### src/shared/rcp_pkg.sv
// Shared constants and carrier types for the reference clock and power mode block
package rcp_pkg;

  localparam int unsigned RCP_ADDR_W = 8;
  localparam int unsigned RCP_SRC_W = 3;

  // Register byte offsets
  localparam logic [RCP_ADDR_W-1:0] RCP_CTRL_OFS = 8'h00;
  localparam logic [RCP_ADDR_W-1:0] RCP_STAT_OFS = 8'h04;

  // Reference clock output control fields
  localparam int unsigned RCP_EN_BIT = 15;
  localparam int unsigned RCP_SLP_BIT = 13;
  localparam int unsigned RCP_SEL_BIT = 12;
  localparam int unsigned RCP_DIV_LSB = 8;
  localparam int unsigned RCP_DIV_W = 4;
  localparam int unsigned RCP_CTRL_W = 16;
  localparam logic [15:0] RCP_CTRL_RST = 16'h0000;
  localparam logic [15:0] RCP_CTRL_MASK = 16'hBF00;
  localparam int unsigned RCP_CTRL_LANE = 1;

  // Status fields
  localparam int unsigned RCP_STAT_MODE_LSB = 0;
  localparam int unsigned RCP_STAT_PEND_BIT = 2;
  localparam int unsigned RCP_STAT_CPU_BIT = 3;
  localparam int unsigned RCP_STAT_SRC_LSB = 4;

  localparam logic [1:0] RCP_RESP_OKAY = 2'h0;
  localparam logic [1:0] RCP_RESP_SLVERR = 2'h2;

  localparam int unsigned RCP_CLK_PERIOD_NS = 40;

  typedef enum logic [1:0] {
    RCP_RUN,
    RCP_IDLE,
    RCP_SLEEP,
    RCP_DSLEEP
  } rcp_mode_t;

  typedef struct packed {
    logic [RCP_ADDR_W-1:0] awaddr;
    logic awvalid;
    logic [31:0] wdata;
    logic [3:0] wstrb;
    logic wvalid;
    logic bready;
    logic [RCP_ADDR_W-1:0] araddr;
    logic arvalid;
    logic rready;
  } rcp_axi_req_t;

  typedef struct packed {
    logic awready;
    logic wready;
    logic [1:0] bresp;
    logic bvalid;
    logic arready;
    logic [31:0] rdata;
    logic [1:0] rresp;
    logic rvalid;
  } rcp_axi_rsp_t;

  // Power-save instruction issue: exec is a one-cycle pulse
  typedef struct packed {
    logic exec;
    logic sleep_op;
  } rcp_psave_t;

  typedef struct packed {
    logic irq;
    logic wdt_timeout;
    logic dev_reset;
  } rcp_wake_t;

endpackage : rcp_pkg

### src/core/rcp_refdiv.sv
// Power-of-two divider that toggles the reference clock pin on base clock ticks
module rcp_refdiv import rcp_pkg::*; #(
  parameter int unsigned DIV_W = RCP_DIV_W,
  parameter int unsigned CNT_W = 15
) (
  input wire logic aclk,
  input wire logic aresetn,
  input wire logic base_tick,
  input wire logic [DIV_W-1:0] div_code,
  input wire logic run,
  output logic ref_q
);

  typedef struct packed {
    logic [CNT_W-1:0] cnt;
    logic out;
  } rcp_div_st_t;

  rcp_div_st_t s, d;
  logic [31:0] span;
  logic [CNT_W-1:0] lim;

  // One tick is one base half period, so code zero mirrors the base clock
  assign span = 32'h0000_0001 << div_code;
  assign lim = CNT_W'(span - 32'h0000_0001);

  always_comb begin
    d = s;
    if (!run) begin
      d.cnt = '0;
      d.out = 1'b0;
    end else if (base_tick) begin
      // Compare with >= so a smaller code written mid-count takes at once
      if (s.cnt >= lim) begin
        d.cnt = '0;
        d.out = ~s.out;
      end else begin
        d.cnt = s.cnt + CNT_W'(1);
      end
    end
  end

  always_ff @(posedge aclk) begin
    if (!aresetn) begin
      s <= '0;
    end else begin
      s <= d;
    end
  end

  assign ref_q = s.out;

endmodule : rcp_refdiv

### src/core/rcp_top.sv
// Reference clock output and instruction-based power mode controller
module rcp_top import rcp_pkg::*; #(
  parameter int unsigned PIN_W = 16,
  parameter int unsigned CNT_W = 15
) (
  input wire logic aclk,
  input wire logic aresetn,
  input wire rcp_axi_req_t axi_req,
  output rcp_axi_rsp_t axi_rsp,
  input wire rcp_psave_t psave,
  input wire rcp_wake_t wake_src,
  input wire logic deep_sleep_arm,
  input wire logic [RCP_SRC_W-1:0] cur_clk_src,
  input wire logic posc_tick,
  input wire logic sys_tick,
  input wire logic posc_configured,
  input wire logic wdt_enable,
  input wire logic fail_safe_clock_monitor_enable,
  input wire logic rtc_enable,
  input wire logic rtc_on_low_power_rc_osc,
  input wire logic deep_sleep_watchdog_enable,
  input wire logic [PIN_W-1:0] gpio_dir,
  input wire logic [PIN_W-1:0] gpio_out,
  output logic reference_clock_pin,
  output logic cpu_clk_en,
  output logic sys_clk_en,
  output logic periph_clk_en,
  output logic ext_periph_en,
  output logic posc_en,
  output logic low_power_rc_osc_en,
  output logic fail_safe_clock_monitor_active,
  output logic rtc_run,
  output logic deep_sleep_watchdog_run,
  output logic wdt_clear,
  output logic wake_pulse,
  output logic resume_isr,
  output logic [RCP_SRC_W-1:0] resume_clk_src,
  output logic [PIN_W-1:0] pin_dir,
  output logic [PIN_W-1:0] pin_out
);

  typedef struct packed {
    logic [RCP_CTRL_W-1:0] ctrl;
    rcp_mode_t mode;
    logic pend;
    logic [RCP_SRC_W-1:0] held_src;
    logic [PIN_W-1:0] pdir;
    logic [PIN_W-1:0] pout;
    logic cpu_en;
    logic sysclk_en;
    logic periph_en;
    logic ext_en;
    logic posc_en;
    logic low_power_rc_osc_en;
    logic fail_safe_clock_monitor_act;
    logic rtc_en;
    logic deep_sleep_watchdog_en;
    logic wdt_clr;
    logic wake;
    logic resume_isr;
    rcp_axi_rsp_t bus;
  } rcp_st_t;

  rcp_st_t s, d;
  logic ref_en, ref_slp, ref_sel, ref_run, base_tick, awake, wake_ev;
  logic [RCP_DIV_W-1:0] ref_div;
  logic [31:0] stat_word;

  assign ref_en = s.ctrl[RCP_EN_BIT];
  assign ref_slp = s.ctrl[RCP_SLP_BIT];
  assign ref_sel = s.ctrl[RCP_SEL_BIT];
  assign ref_div = s.ctrl[RCP_DIV_LSB +: RCP_DIV_W];
  assign awake = (s.mode == RCP_RUN) || (s.mode == RCP_IDLE);
  assign ref_run = ref_en && (awake || ref_slp);
  // Each base stops with its oscillator, so a gated source freezes the divider
  assign base_tick = ref_sel ? (posc_tick && s.posc_en)
                             : (sys_tick && s.sysclk_en);
  assign wake_ev = wake_src.irq || wake_src.wdt_timeout || wake_src.dev_reset
                   || s.pend;

  always_comb begin
    stat_word = '0;
    stat_word[RCP_STAT_MODE_LSB +: 2] = s.mode;
    stat_word[RCP_STAT_PEND_BIT] = s.pend;
    stat_word[RCP_STAT_CPU_BIT] = s.cpu_en;
    stat_word[RCP_STAT_SRC_LSB +: RCP_SRC_W] = s.held_src;
  end

  always_comb begin
    d = s;
    d.wdt_clr = 1'b0;
    d.wake = 1'b0;

    // Write: ready pulses for one cycle once both address and data are offered
    d.bus.awready = 1'b0;
    d.bus.wready = 1'b0;
    if (s.bus.bvalid && axi_req.bready) begin
      d.bus.bvalid = 1'b0;
    end
    if (s.bus.awready) begin
      d.bus.bvalid = 1'b1;
      d.bus.bresp = RCP_RESP_SLVERR;
      if (axi_req.awaddr[RCP_ADDR_W-1:2] == RCP_CTRL_OFS[RCP_ADDR_W-1:2]) begin
        d.bus.bresp = RCP_RESP_OKAY;
        if (axi_req.wstrb[RCP_CTRL_LANE]) begin
          d.ctrl[15:8] = axi_req.wdata[15:8] & RCP_CTRL_MASK[15:8];
        end
      end else if (axi_req.awaddr[RCP_ADDR_W-1:2] == RCP_STAT_OFS[RCP_ADDR_W-1:2]) begin
        d.bus.bresp = RCP_RESP_OKAY;
      end
    end else if (!s.bus.bvalid && axi_req.awvalid && axi_req.wvalid) begin
      d.bus.awready = 1'b1;
      d.bus.wready = 1'b1;
    end

    // Read
    d.bus.arready = 1'b0;
    if (s.bus.rvalid && axi_req.rready) begin
      d.bus.rvalid = 1'b0;
    end
    if (s.bus.arready) begin
      d.bus.rvalid = 1'b1;
      d.bus.rdata = '0;
      d.bus.rresp = RCP_RESP_SLVERR;
      if (axi_req.araddr[RCP_ADDR_W-1:2] == RCP_CTRL_OFS[RCP_ADDR_W-1:2]) begin
        d.bus.rresp = RCP_RESP_OKAY;
        d.bus.rdata[15:0] = s.ctrl & RCP_CTRL_MASK;
      end else if (axi_req.araddr[RCP_ADDR_W-1:2] == RCP_STAT_OFS[RCP_ADDR_W-1:2]) begin
        d.bus.rresp = RCP_RESP_OKAY;
        d.bus.rdata = stat_word;
      end
    end else if (!s.bus.rvalid && axi_req.arvalid) begin
      d.bus.arready = 1'b1;
    end

    // Mode sequencing
    case (s.mode)
      RCP_RUN: begin
        d.held_src = cur_clk_src;
        if (psave.exec) begin
          d.pend = wake_src.irq;
          d.wdt_clr = wdt_enable;
          if (!psave.sleep_op) begin
            d.mode = RCP_IDLE;
          end else if (deep_sleep_arm) begin
            d.mode = RCP_DSLEEP;
          end else begin
            d.mode = RCP_SLEEP;
          end
        end
      end
      RCP_IDLE, RCP_SLEEP: begin
        if (wake_ev) begin
          d.mode = RCP_RUN;
          d.wake = 1'b1;
          d.resume_isr = wake_src.irq || s.pend;
          d.pend = 1'b0;
        end
      end
      RCP_DSLEEP: begin
        // Only a device reset leaves deep sleep here
        if (wake_src.dev_reset) begin
          d.mode = RCP_RUN;
          d.wake = 1'b1;
          d.resume_isr = 1'b0;
          d.pend = 1'b0;
        end
      end
      default: begin
        d.mode = RCP_RUN;
      end
    endcase

    // Pins track software while awake, hold entry values otherwise
    if (awake) begin
      d.pdir = gpio_dir;
      d.pout = gpio_out;
    end

    // Clock enables follow the next mode so they line up with it
    case (d.mode)
      RCP_RUN: begin
        d.cpu_en = 1'b1;
        d.sysclk_en = 1'b1;
        d.periph_en = 1'b1;
        d.ext_en = 1'b1;
        d.posc_en = posc_configured;
        d.low_power_rc_osc_en = wdt_enable || fail_safe_clock_monitor_enable || (rtc_enable && rtc_on_low_power_rc_osc);
        d.fail_safe_clock_monitor_act = fail_safe_clock_monitor_enable;
        d.rtc_en = rtc_enable;
        d.deep_sleep_watchdog_en = 1'b0;
      end
      RCP_IDLE: begin
        d.cpu_en = 1'b0;
        d.sysclk_en = 1'b1;
        d.periph_en = 1'b1;
        d.ext_en = 1'b1;
        d.posc_en = posc_configured;
        d.low_power_rc_osc_en = wdt_enable || fail_safe_clock_monitor_enable || (rtc_enable && rtc_on_low_power_rc_osc);
        d.fail_safe_clock_monitor_act = fail_safe_clock_monitor_enable;
        d.rtc_en = rtc_enable;
        d.deep_sleep_watchdog_en = 1'b0;
      end
      RCP_SLEEP: begin
        d.cpu_en = 1'b0;
        d.sysclk_en = 1'b0;
        d.periph_en = 1'b0;
        d.ext_en = 1'b1;
        d.posc_en = posc_configured && ref_sel;
        d.low_power_rc_osc_en = wdt_enable || (rtc_enable && rtc_on_low_power_rc_osc);
        d.fail_safe_clock_monitor_act = 1'b0;
        d.rtc_en = rtc_enable;
        d.deep_sleep_watchdog_en = 1'b0;
      end
      default: begin
        d.cpu_en = 1'b0;
        d.sysclk_en = 1'b0;
        d.periph_en = 1'b0;
        d.ext_en = 1'b0;
        d.posc_en = 1'b0;
        d.low_power_rc_osc_en = rtc_enable && rtc_on_low_power_rc_osc;
        d.fail_safe_clock_monitor_act = 1'b0;
        d.rtc_en = rtc_enable;
        d.deep_sleep_watchdog_en = deep_sleep_watchdog_enable;
      end
    endcase
  end

  always_ff @(posedge aclk) begin
    if (!aresetn) begin
      s <= '0;
      s.ctrl <= RCP_CTRL_RST;
      s.mode <= RCP_RUN;
      s.cpu_en <= 1'b1;
      s.sysclk_en <= 1'b1;
      s.periph_en <= 1'b1;
      s.ext_en <= 1'b1;
    end else begin
      s <= d;
    end
  end

  rcp_refdiv #(
    .DIV_W(RCP_DIV_W),
    .CNT_W(CNT_W)
  ) u_refdiv (
    .aclk(aclk),
    .aresetn(aresetn),
    .base_tick(base_tick),
    .div_code(ref_div),
    .run(ref_run),
    .ref_q(reference_clock_pin)
  );

  assign axi_rsp = s.bus;
  assign cpu_clk_en = s.cpu_en;
  assign sys_clk_en = s.sysclk_en;
  assign periph_clk_en = s.periph_en;
  assign ext_periph_en = s.ext_en;
  assign posc_en = s.posc_en;
  assign low_power_rc_osc_en = s.low_power_rc_osc_en;
  assign fail_safe_clock_monitor_active = s.fail_safe_clock_monitor_act;
  assign rtc_run = s.rtc_en;
  assign deep_sleep_watchdog_run = s.deep_sleep_watchdog_en;
  assign wdt_clear = s.wdt_clr;
  assign wake_pulse = s.wake;
  assign resume_isr = s.resume_isr;
  assign resume_clk_src = s.held_src;
  assign pin_dir = s.pdir;
  assign pin_out = s.pout;
endmodule : rcp_top

### config.mk
export PLATFORM = sky130hd
export DESIGN_NAME = rcp_top
export DESIGN_NICKNAME = d
export VERILOG_FILES = /design/src/shared/rcp_pkg.sv /design/src/core/rcp_refdiv.sv /design/src/core/rcp_top.sv
export SDC_FILE = /design/constraint.sdc
export NUM_CORES = 1
export LEC_CHECK = 0
export BUFFER_PORTS_ARGS = -buffer_cell sky130_fd_sc_hd__buf_2
export CAP_MARGIN = 40
export CORE_ASPECT_RATIO = 2
export CORE_MARGIN = 10
export CORE_UTILIZATION = 52
export DETAILED_ROUTE_END_ITERATION = 10
export GPL_ROUTABILITY_DRIVEN = 1
export PLACE_DENSITY_LB_ADDON = 0.08
export SYNTH_ARGS = -nofsm -noshare
export SYNTH_HDL_FRONTEND = slang
export SYNTH_SLANG_ARGS = --single-unit
### constraint.sdc
create_clock -name aclk -period 4.76 [get_ports aclk]
set_input_delay 0 -clock aclk [delete_from_list [all_inputs] [get_ports aclk]]
set_output_delay 0 -clock aclk [all_outputs]
set_load 0.05 [all_outputs]
Word-level counts from Yosys, hierarchy flattened
Index checks and enable logic that the tools add are counted.

cells by class
  equal/unequal tests = 10
  add/sub/neg operators = 2
  reduce and logical (&&, ||, !) cells = 37
  multiply operators = 0
  shifts and indexed selects = 1
  magnitude comparators = 1
  muxes and demuxes = 22
  bitwise operators = 2
  divide/modulo/power cells = 0

operator list
  cell                                                count
  one-hot mux 9 bit (3 select lines)                  1
  two-way mux 18 bit                                  1
  adder 15 x 1 -> 15 bit, second input constant       1
  >= comparator 15 bit                                1
  two-way mux 15 bit                                  1
  left shift 1 x 4 -> 15 bit, first input constant    1
  subtractor 15 x 1 -> 15 bit, second input constant  1
  == test 6 x 1 -> 1 bit, second input constant       2
  zero test 6 bit                                     2
  two-way mux 2 bit                                   6
  AND reduction 3 bit                                 4
  logical AND 1 bit                                   10
  logical OR 1 bit                                    9
  two-way mux 3 bit                                   3
  two-way mux 9 bit                                   1
  one-hot mux 3 bit (3 select lines)                  1
  two-way mux 1 bit                                   7
  == test 2 bit, second input constant                3
  != test 2 bit, second input constant                3
  nonzero test 2 bit                                  3
  OR reduction 2 bit                                  3
  == test 2 x 1 -> 1 bit, second input constant       2
  zero test 2 bit                                     2
  one-hot mux 2 bit (2 select lines)                  1
  other kinds (3)                                     6

storage, ports and cells
  memory bits (read-only) = 0
  input port bits = 108
  bits in registers = 98
  bits in writable memories = 0
  bits in latches = 0
  memories kept = 0
  output and inout port bits = 89

Depth between registers and ports, before layout
Gate-level depths: netlist (run 1).

  depth in word-level cells = 7
  depth in mapped cells = 14

Hierarchy
From an unflattened synthesis (run 1), not the netlist that was laid out.

second synthesis, totals
  cell total of the unflattened synthesis = 536
  area, all modules = 4601.9 um^2

by module, submodules not included
  module      instances  cells each  sequential area each (um^2)  area each (um^2)
  rcp_top     1          377         1521.5                       3342.0
  rcp_refdiv  1          159         320.3                        1260.0

Least setup slack after synthesis (run 1)
Ideal clock, no wire load.

  path kind = reg-to-reg
  start point = register s, in the netlist ref_div[0]
  end point = register u_refdiv.s[10] (netlist name)
  buffers on the path = 1
  required time = 4.695 ns
  setup time = 0.065 ns
  path slack = 1.537 ns
  stages on the path, launching flop included = 15
  period minus slack after synthesis = 3.223 ns
  arrival time = 3.158 ns
  cells stage by stage = dfxtp_1 -> or2_2 -> or3_1 -> ha_1 -> or2_2 -> o21ai_0 -> a32oi_1 -> ha_1 -> a21oi_1 -> o21a_1 -> o21ai_0 -> a211oi_2 -> o21bai_1 -> clkbuf_1 -> nor2_1

on the way
  cells in the longest elaborated chain, start to end = 4

ends and longest elaborated chain
  item                         line              RTL
  start, declared              rcp_top.sv:64     rcp_st_t s, d;
  left shift 1 x 4 -> 15 bit   rcp_refdiv.sv:24  assign span = 32'h0000_0001 << div_code;
  subtractor 15 x 1 -> 15 bit  rcp_refdiv.sv:25  assign lim = CNT_W'(span - 32'h0000_0001);
  >= comparator 15 bit         rcp_refdiv.sv:34  if (s.cnt >= lim) begin
  two-way mux 15 bit           rcp_refdiv.sv:34
  end signal, assigned         rcp_refdiv.sv:45  s <= '0;
  end signal, assigned         rcp_refdiv.sv:47  s <= d;
  end, declared                rcp_refdiv.sv:19  rcp_div_st_t s, d;

Every way passes these cells.
A chain may end at the register's enable or synchronous reset.

Final worst setup path (run 1)
  start point = register s, in the netlist ref_div[1]
  end point = register u_refdiv.s[7] (netlist name)

The elaborated chain is that of the path after synthesis.

==> flow_summary.ini, run 1 <==
[outcome]
run_status = finished, final reports clean

[setup_path]
worstPathCellList = or2_2, or3_1, ha_1, or2_2, o21ai_0, a32oi_1, ha_1, nand4_1, o21ai_0, a211oi_2, o21bai_1, nor2_1
setup.worst_path.start_class = flop
critical_path_required_ps = 4950
cp_max_delay_cell = o21bai_1
critical_path_buffer_and_inverter_count = 0
arrival_ps = 4050
cpPeakStageDelay_ps = 730
critical_path_type = flop to flop
cp-end-kind = flop
crit_path_max_fanout = 12
timing.critical_path.max_delay_family = compound AO/OA/AOI/OAI gates

[power]
post-layout-total-power_mw = 2.02
max_vdd_drop_v = 0.000258
power.static_leakage_nw = 2.70
power.density_cell_area_nw_per_um2 = 354

[yosys]
synth.area.mux_share_pct = 2.19
synthesis.area_um2 = 4570
synth_compound_area_share_pct = 15.3
post_synth_fa_ha_maj_area_fraction_pct = 5.48
combinational_family_with_the_most_area_after_synthesis = simple AND/OR/NAND/NOR gates
synth-edff-count = 0
synthCells = 517
synthSimpleGateAreaFrac_pct = 18.5
xor_xnor_fraction_of_synth_area_pct = 2.49
syn-mean-instance-area_um2 = 8.83
synth.lib_cells_used.distinct = 55
share_of_async_settable_or_async_resettable_flops_after_synthesis_pct = 0
synth_seq_cells = 92
synthFlopType = dfxtp_1
ys.warnings.count = 0
yosysSeqAreaShare_pct = 40.3

[clock_tree]
hold_buffer_count_at_cts = 53
cts_root_buf = clkbuf_16
post_cts.repair.setup_buffers = 0
cts_buffer_depth = 2
tritoncts = done
clock_sinks = 92
number_of_buffers_inserted_during_clock_tree_synthesis = 9
cts.clk_slew.worst_paths_ps = 70
post_cts.resized_instances = 0
h-tree-depth = 3
clock_insertion_delay_worst_skew_ps = 330

[placement]
gpl.final_weighted_congestion = 0.852
dpl_cell_area_um2 = 4840
place.port_buffers = 144
detailedPlacementHpwl_um = 9340

[job]
timing.max_cap.violations = 0

[global_route]
grt_first_pass_wirelength_um = 19700
grt_pass1_vias = 4041
grt_antenna_before_repair = 1
largest_net_degree_at_the_start_of_global_routing = 61
grt-ovfl-total = 0
gr-usage-all-layers_pct = 18.6

[detailed_routing]
routedWlPerCell_um = 16.4
drc = 0
num_vias = 3839
drt-total-wl_um = 12400
initialDrtViolationCount = 160
antenna_left = 0
detail_route.first_pass.iterations = 4
drt-vias-per-instance = 5.08

[floorplanning]
fp.dieArea_um2 = 13200
die_y_um = 153
initial_core_util_pct = 53.2
dieWidth_um = 86.3
core_region_area_um2 = 8590
std_cell_rows = 48
io_pins = 197

[timing]
setup_violations = 0
rsz_0062_raised_after_global_routing = false
time_the_worst_path_needs_with_i_o_delays_and_setup_ps = 3860
slew_headroom_pct = 40.8
slew_violations = 0
finClkSkew_ps = 6.83
maxClockFrequency_mhz = 259
layout_worst_path_cycle_share_pct = 81.2
hold_viol = 0
max_slew.worst_pin.slew_ps = 887
tns_ps = 0

[final_layout]
drive_above_1_share_pct = 26.9
num-nets-final = 777
area_delta_synth_final_pct = 24.8
final_design_area_no_fill_um2 = 5700

[worst_hold_path]
hold_path_class = primary input to flop
-- worst paths after layout --
check                     startpoint                          to  slack [ps]  cells past startpoint
max          ref_div[1]$_SDFFE_PN0P_  u_refdiv.s[7]$_SDFFE_PN0P_         900                     12
max reg2reg  ref_div[1]$_SDFFE_PN0P_  u_refdiv.s[7]$_SDFFE_PN0P_         900                     12
min reg2reg  pin_dir[8]$_SDFFE_PN0P_     pin_dir[8]$_SDFFE_PN0P_         460                      2
min                       axi_req[5]     axi_rsp[2]$_SDFFE_PN0P_          20                      4
-- routing by layer --
metal  GRT usage (%)  part of all wire (%)  up-vias
met5               0                     0        -
met2            35.2                    56       99
met1            16.4                    34     1784
li1                -                     -     1926
met4            9.23                   3.6        0
met3            5.94                   6.1       30
-- power by group --
group	internal, mW	leakage, nW	switching (mW)
Clock	0.478	0.161	0.296
Combinational	0.122	1.79	0.288
Sequential	0.811	0.753	0.0220
Total	1.41	2.70	0.606
-- cells by family (layout without fill, tap and decap cells) --
logic type               Yosys count  count (layout)
multiplexers                      10              10
flip-flops                        92              92
AO/OA/AOI/OAI                     97              97
XOR/XNOR                          13              13
AND/OR/NAND/NOR                  174             174
buffers and inverters            110             228
adder cells (fa/ha/maj)           20              20
other                              1              21
-- tightest hold or removal path, stage by stage --
cell     delay [ps]
buf_2            90
nor2_1           60
nand2_1          60
o211a_1         120
-- cells in the final DEF, fill, tap and decap left out, types with 2 or more instances in the layout --
cell type | netlist | final
buf_2 | 1 | 144
dfxtp_1 | 92 | 92
nand2_1 | 82 | 82
dlygate4sd3_1 | 0 | 53
a21boi_0 | 32 | 32
nor2_1 | 24 | 23
ha_1 | 20 | 20
conb_1 | 1 | 20
o21ai_0 | 14 | 14
a21oi_1 | 14 | 14
a22o_1 | 14 | 14
nor2b_1 | 14 | 14
nand3_1 | 12 | 12
inv_1 | 11 | 11
xor2_1 | 11 | 11
mux2i_1 | 10 | 10
clkbuf_16 | 0 | 9
nand4_1 | 6 | 6
o21a_1 | 5 | 5
and3_1 | 5 | 5
nand3b_1 | 4 | 4
and2_1 | 4 | 4
or2_2 | 3 | 3
and4_1 | 3 | 3
buf_4 | 78 | 3
or3_1 | 2 | 2
nor2_2 | 1 | 2
or4b_1 | 2 | 2
nand2_2 | 2 | 2
a22oi_1 | 2 | 2
nand4b_1 | 2 | 2
a21o_1 | 2 | 2
a31oi_1 | 2 | 2
xnor2_1 | 2 | 2
inv_6 | 0 | 2
bufinv_16 | 0 | 2
-- area by class of cell --
type | count | area (um^2)
flip-flops and latches | 92 | 1840
fillers | 747 | 2890
well taps | 100 | 125
inverters | 12 | 45.0
clock inverters | 5 | 82.6
multi-input cells | 334 | 2080
diodes | 1 | 2.50
repair buffers | 200 | 1270
clock buffers | 11 | 243
-- registers in the layout, summed over array words and instances (netlist names), 3 cells and up --
name,flops
pin_dir,16
pin_out,16
s,3
u_refdiv.s,15
ref_div,4
axi_rsp,20
resume_clk_src,3
-- cells in the mapped netlist (all sizes together), types with 2 or more instances --
library cell  instances  area, um^2
o21ai                15        86.3
a21boi               32         240
xnor2                 2        17.5
nor2b                14        87.6
nor2                 25        96.4
or4b                  2        20.0
or2                   3        18.8
or4                   2        16.3
a31oi                 2        12.5
xor2                 11        96.3
clkbuf               18        67.6
nand2                84         320
nand3b                4        30.0
a21o                  2        15.0
nand3                12        60.1
dfxtp                92        1840
or3                   2        12.5
and3                  5        31.3
a22oi                 2        15.0
nand4b                2        17.5
a22o                 15         133
o21a                  5        37.5
mux2i                10         100
and2                  5        32.5
buf                  80         602
ha                   20         250
a21oi                15        78.8
and4                  3        26.3
nand4                 6        37.5
inv                  12        45.0
-- per-stage QoR --
step           worst slack (ps)  utilization, %  cells  hold slack [ps]
3_3_place_gp               1040            56.3    684              227
3_5_place_dp                926            56.3    685              231
4_1_cts                     914            66.3    754            0.140
2_1_floorplan              1540               -    536              122
6_report                    896            66.3    755             24.8
5_1_grt                     570            66.3    755             16.3
Power figures use the tool's default switching activity.
==> run 2, diff against run 1 <==
- CORE_UTILIZATION: 52 -> 48
- clock period: 4.76 -> 3.56 ns (I/O delays scaled with it)
==> run 2 against run 1 <==
Effect of this change:
- flip-flop and latch count unchanged
- first-iteration DRC count shrank 41%
- die area increased by 6.8%
==> flow_summary.ini, run 2 (same netlist as run 1, synthesis figures left out) <==
[placement]
dpl_cell_area_um2 = 4900
gpl.final_weighted_congestion = 0.805
place.port_buffers = 144
post_place_setup_slack_ps = 261
detailedPlacementHpwl_um = 9470

[setup_path]
crit_reg_reg_startpoint = ref_div[0]$_SDFFE_PN0P_
critical_path_buffer_and_inverter_count = 2
critical_path_type = flop to flop
arrival_ps = 3580
regToRegSetupSlack_ps = 250
crit_path_max_fanout = 12
setup.worst_path.start_class = flop
cp-end-kind = flop
cpPeakStageDelay_ps = 370
cp_max_delay_cell = or3_1
timing.critical_path.max_delay_family = simple AND/OR/NAND/NOR gates
critical_path.startpoint = ref_div[0]$_SDFFE_PN0P_
worstPathCellList = or2_2, or3_1, ha_1, or2_2, o21ai_0, a32oi_1, ha_1, a21oi_1, o21a_1, o21ai_0, a211oi_2, buf_4, o21bai_1, buf_4, nor2_1
critical_path_required_ps = 3840

[final_layout]
largest_register_ffs = 20
area_delta_synth_final_pct = 25.8
layout_commonest_cell = buf_2
commonest_non_fill_non_tap_cells_in_the_layout = buf_2, dfxtp_1, nand2_1
final_design_area_no_fill_um2 = 5740
drive_above_1_share_pct = 27.6
layout.filler_cells = 841
final_core_utilization_pct = 61.6
num-nets-final = 785
diodes = 0

[timing]
slew_headroom_pct = 57.3
maxClockFrequency_mhz = 302
fin_ws_ps = 250
slew_violations = 0
setup_violations = 0
hold_viol = 0
layout_worst_path_cycle_share_pct = 93.0
time_the_worst_path_needs_with_i_o_delays_and_setup_ps = 3310
finClkSkew_ps = 6.26
max_slew.worst_pin.slew_ps = 640
tns_ps = 0
rsz_0062_raised_after_global_routing = false

[detailed_routing]
drc = 0
route.layer.met1.wl_um = 4260
initialDrtViolationCount = 95
route.top_layer_used = met4
num_vias = 3803
met2RoutedLength_um = 7020
sum_of_met3_wire_segment_lengths_after_detailed_routing_um = 787
antenna_left = 0
drt-total-wl_um = 12300
detail_route.first_pass.iterations = 4
drt-vias-per-instance = 4.96
routedWlPerCell_um = 16.0

[global_route]
gr-usage-all-layers_pct = 17.9
grt_first_pass_wirelength_um = 19700
grt-ovfl-total = 0
grt_pass1_vias = 4044
largest_net_degree_at_the_start_of_global_routing = 43
grt_antenna_before_repair = 0

[power]
power.static_leakage_nw = 2.73
post-layout-total-power_mw = 2.62
max_vdd_drop_v = 0.000338
power.density_cell_area_nw_per_um2 = 457

[floorplanning]
core_region_area_um2 = 9320
initial_core_util_pct = 49.0
io_pins = 197
std_cell_rows = 50
fp.dieArea_um2 = 14000
die_y_um = 158
dieWidth_um = 89.0

[clock_tree]
post_cts.repair.setup_buffers = 0
clock_sinks = 92
tritoncts = done
cts_root_buf = clkbuf_16
cts.clk_slew.worst_paths_ps = 70
h-tree-depth = 3
clock_insertion_delay_worst_skew_ps = 330
cts_buffer_depth = 2
number_of_buffers_inserted_during_clock_tree_synthesis = 9

[job]
timing.max_cap.violations = 0

[outcome]
run_status = finished, final reports clean

[worst_hold_path]
hold_path_class = primary input to flop
hold_start = psave[1]
-- run 2: cell count changes in the layout (fill, tap and decap cells not counted) --
cell / before / now
dlygate4sd3_1: 53 / 54
clkinv_4: 0 / 1
inv_6: 2 / 1
buf_4: 3 / 9
clkinvlp_4: 0 / 1
buf_6: 0 / 1
bufinv_16: 2 / 1
diode_2: 1 / 0
-- run 2: metal layers --
| metal | global-route usage (%) | vias up |
|---|---|---|
| li1 | - | 1935 |
| met1 | 17.1 | 1764 |
| met2 | 33.5 | 88 |
| met3 | 5.97 | 16 |
| met4 | 7.09 | 0 |
| met5 | 0 | - |
-- run 2: stage by stage --
step                      std cells  hold WS [ps]
after global placement          695           230
after CTS                       766          1.89
after floorplan                 536           122
after global routing            766          19.0
final                           766          17.7
after detailed placement        696           231
-- run 2: worst reg2reg max path: stages (launching register included) --
cell	delay, ps
dfxtp_1	300
or2_2	330
or3_1	370
ha_1	210
or2_2	290
o21ai_0	160
a32oi_1	120
ha_1	320
a21oi_1	180
o21a_1	140
o21ai_0	110
a211oi_2	190
buf_4	170
o21bai_1	70
buf_4	180
nor2_1	110
-- run 2: final cells by class --
class                           instances  area [um^2]  area share, %
Tap cell                              104          130           2.27
Clock inverter                          5         60.1           1.05
Multi-Input combinational cell        334         2080           36.3
Timing Repair Buffer                  208         1340           23.3
Sequential cell                        92         1840           32.1
Clock buffer                           11          243           4.23
Inverter                               12         45.0          0.784
-- run 2: power breakdown --
part	leakage [nW]	switching, mW	internal (mW)	total (mW)
sequential	0.753	0.0285	1.08	1.11
clock	0.146	0.396	0.566	0.962
combinational	1.83	0.385	0.164	0.549
-- run 2: path summary, 6_finish.rpt --
path | cells past startpoint | end
setup / recovery | 15 | u_refdiv.s[5]$_SDFFE_PN0P_
hold / removal | 2 | wdt_clear$_SDFF_PN0_
setup reg to reg | 15 | u_refdiv.s[5]$_SDFFE_PN0P_
hold reg to reg | 2 | pin_out[4]$_SDFFE_PN0P_
-- run 2: repair_timing --
action | in CTS | in global routing
hold buffers | 54 | 0
gates resized for setup | 0 | 0
hold endpoints to repair | 53 | 0
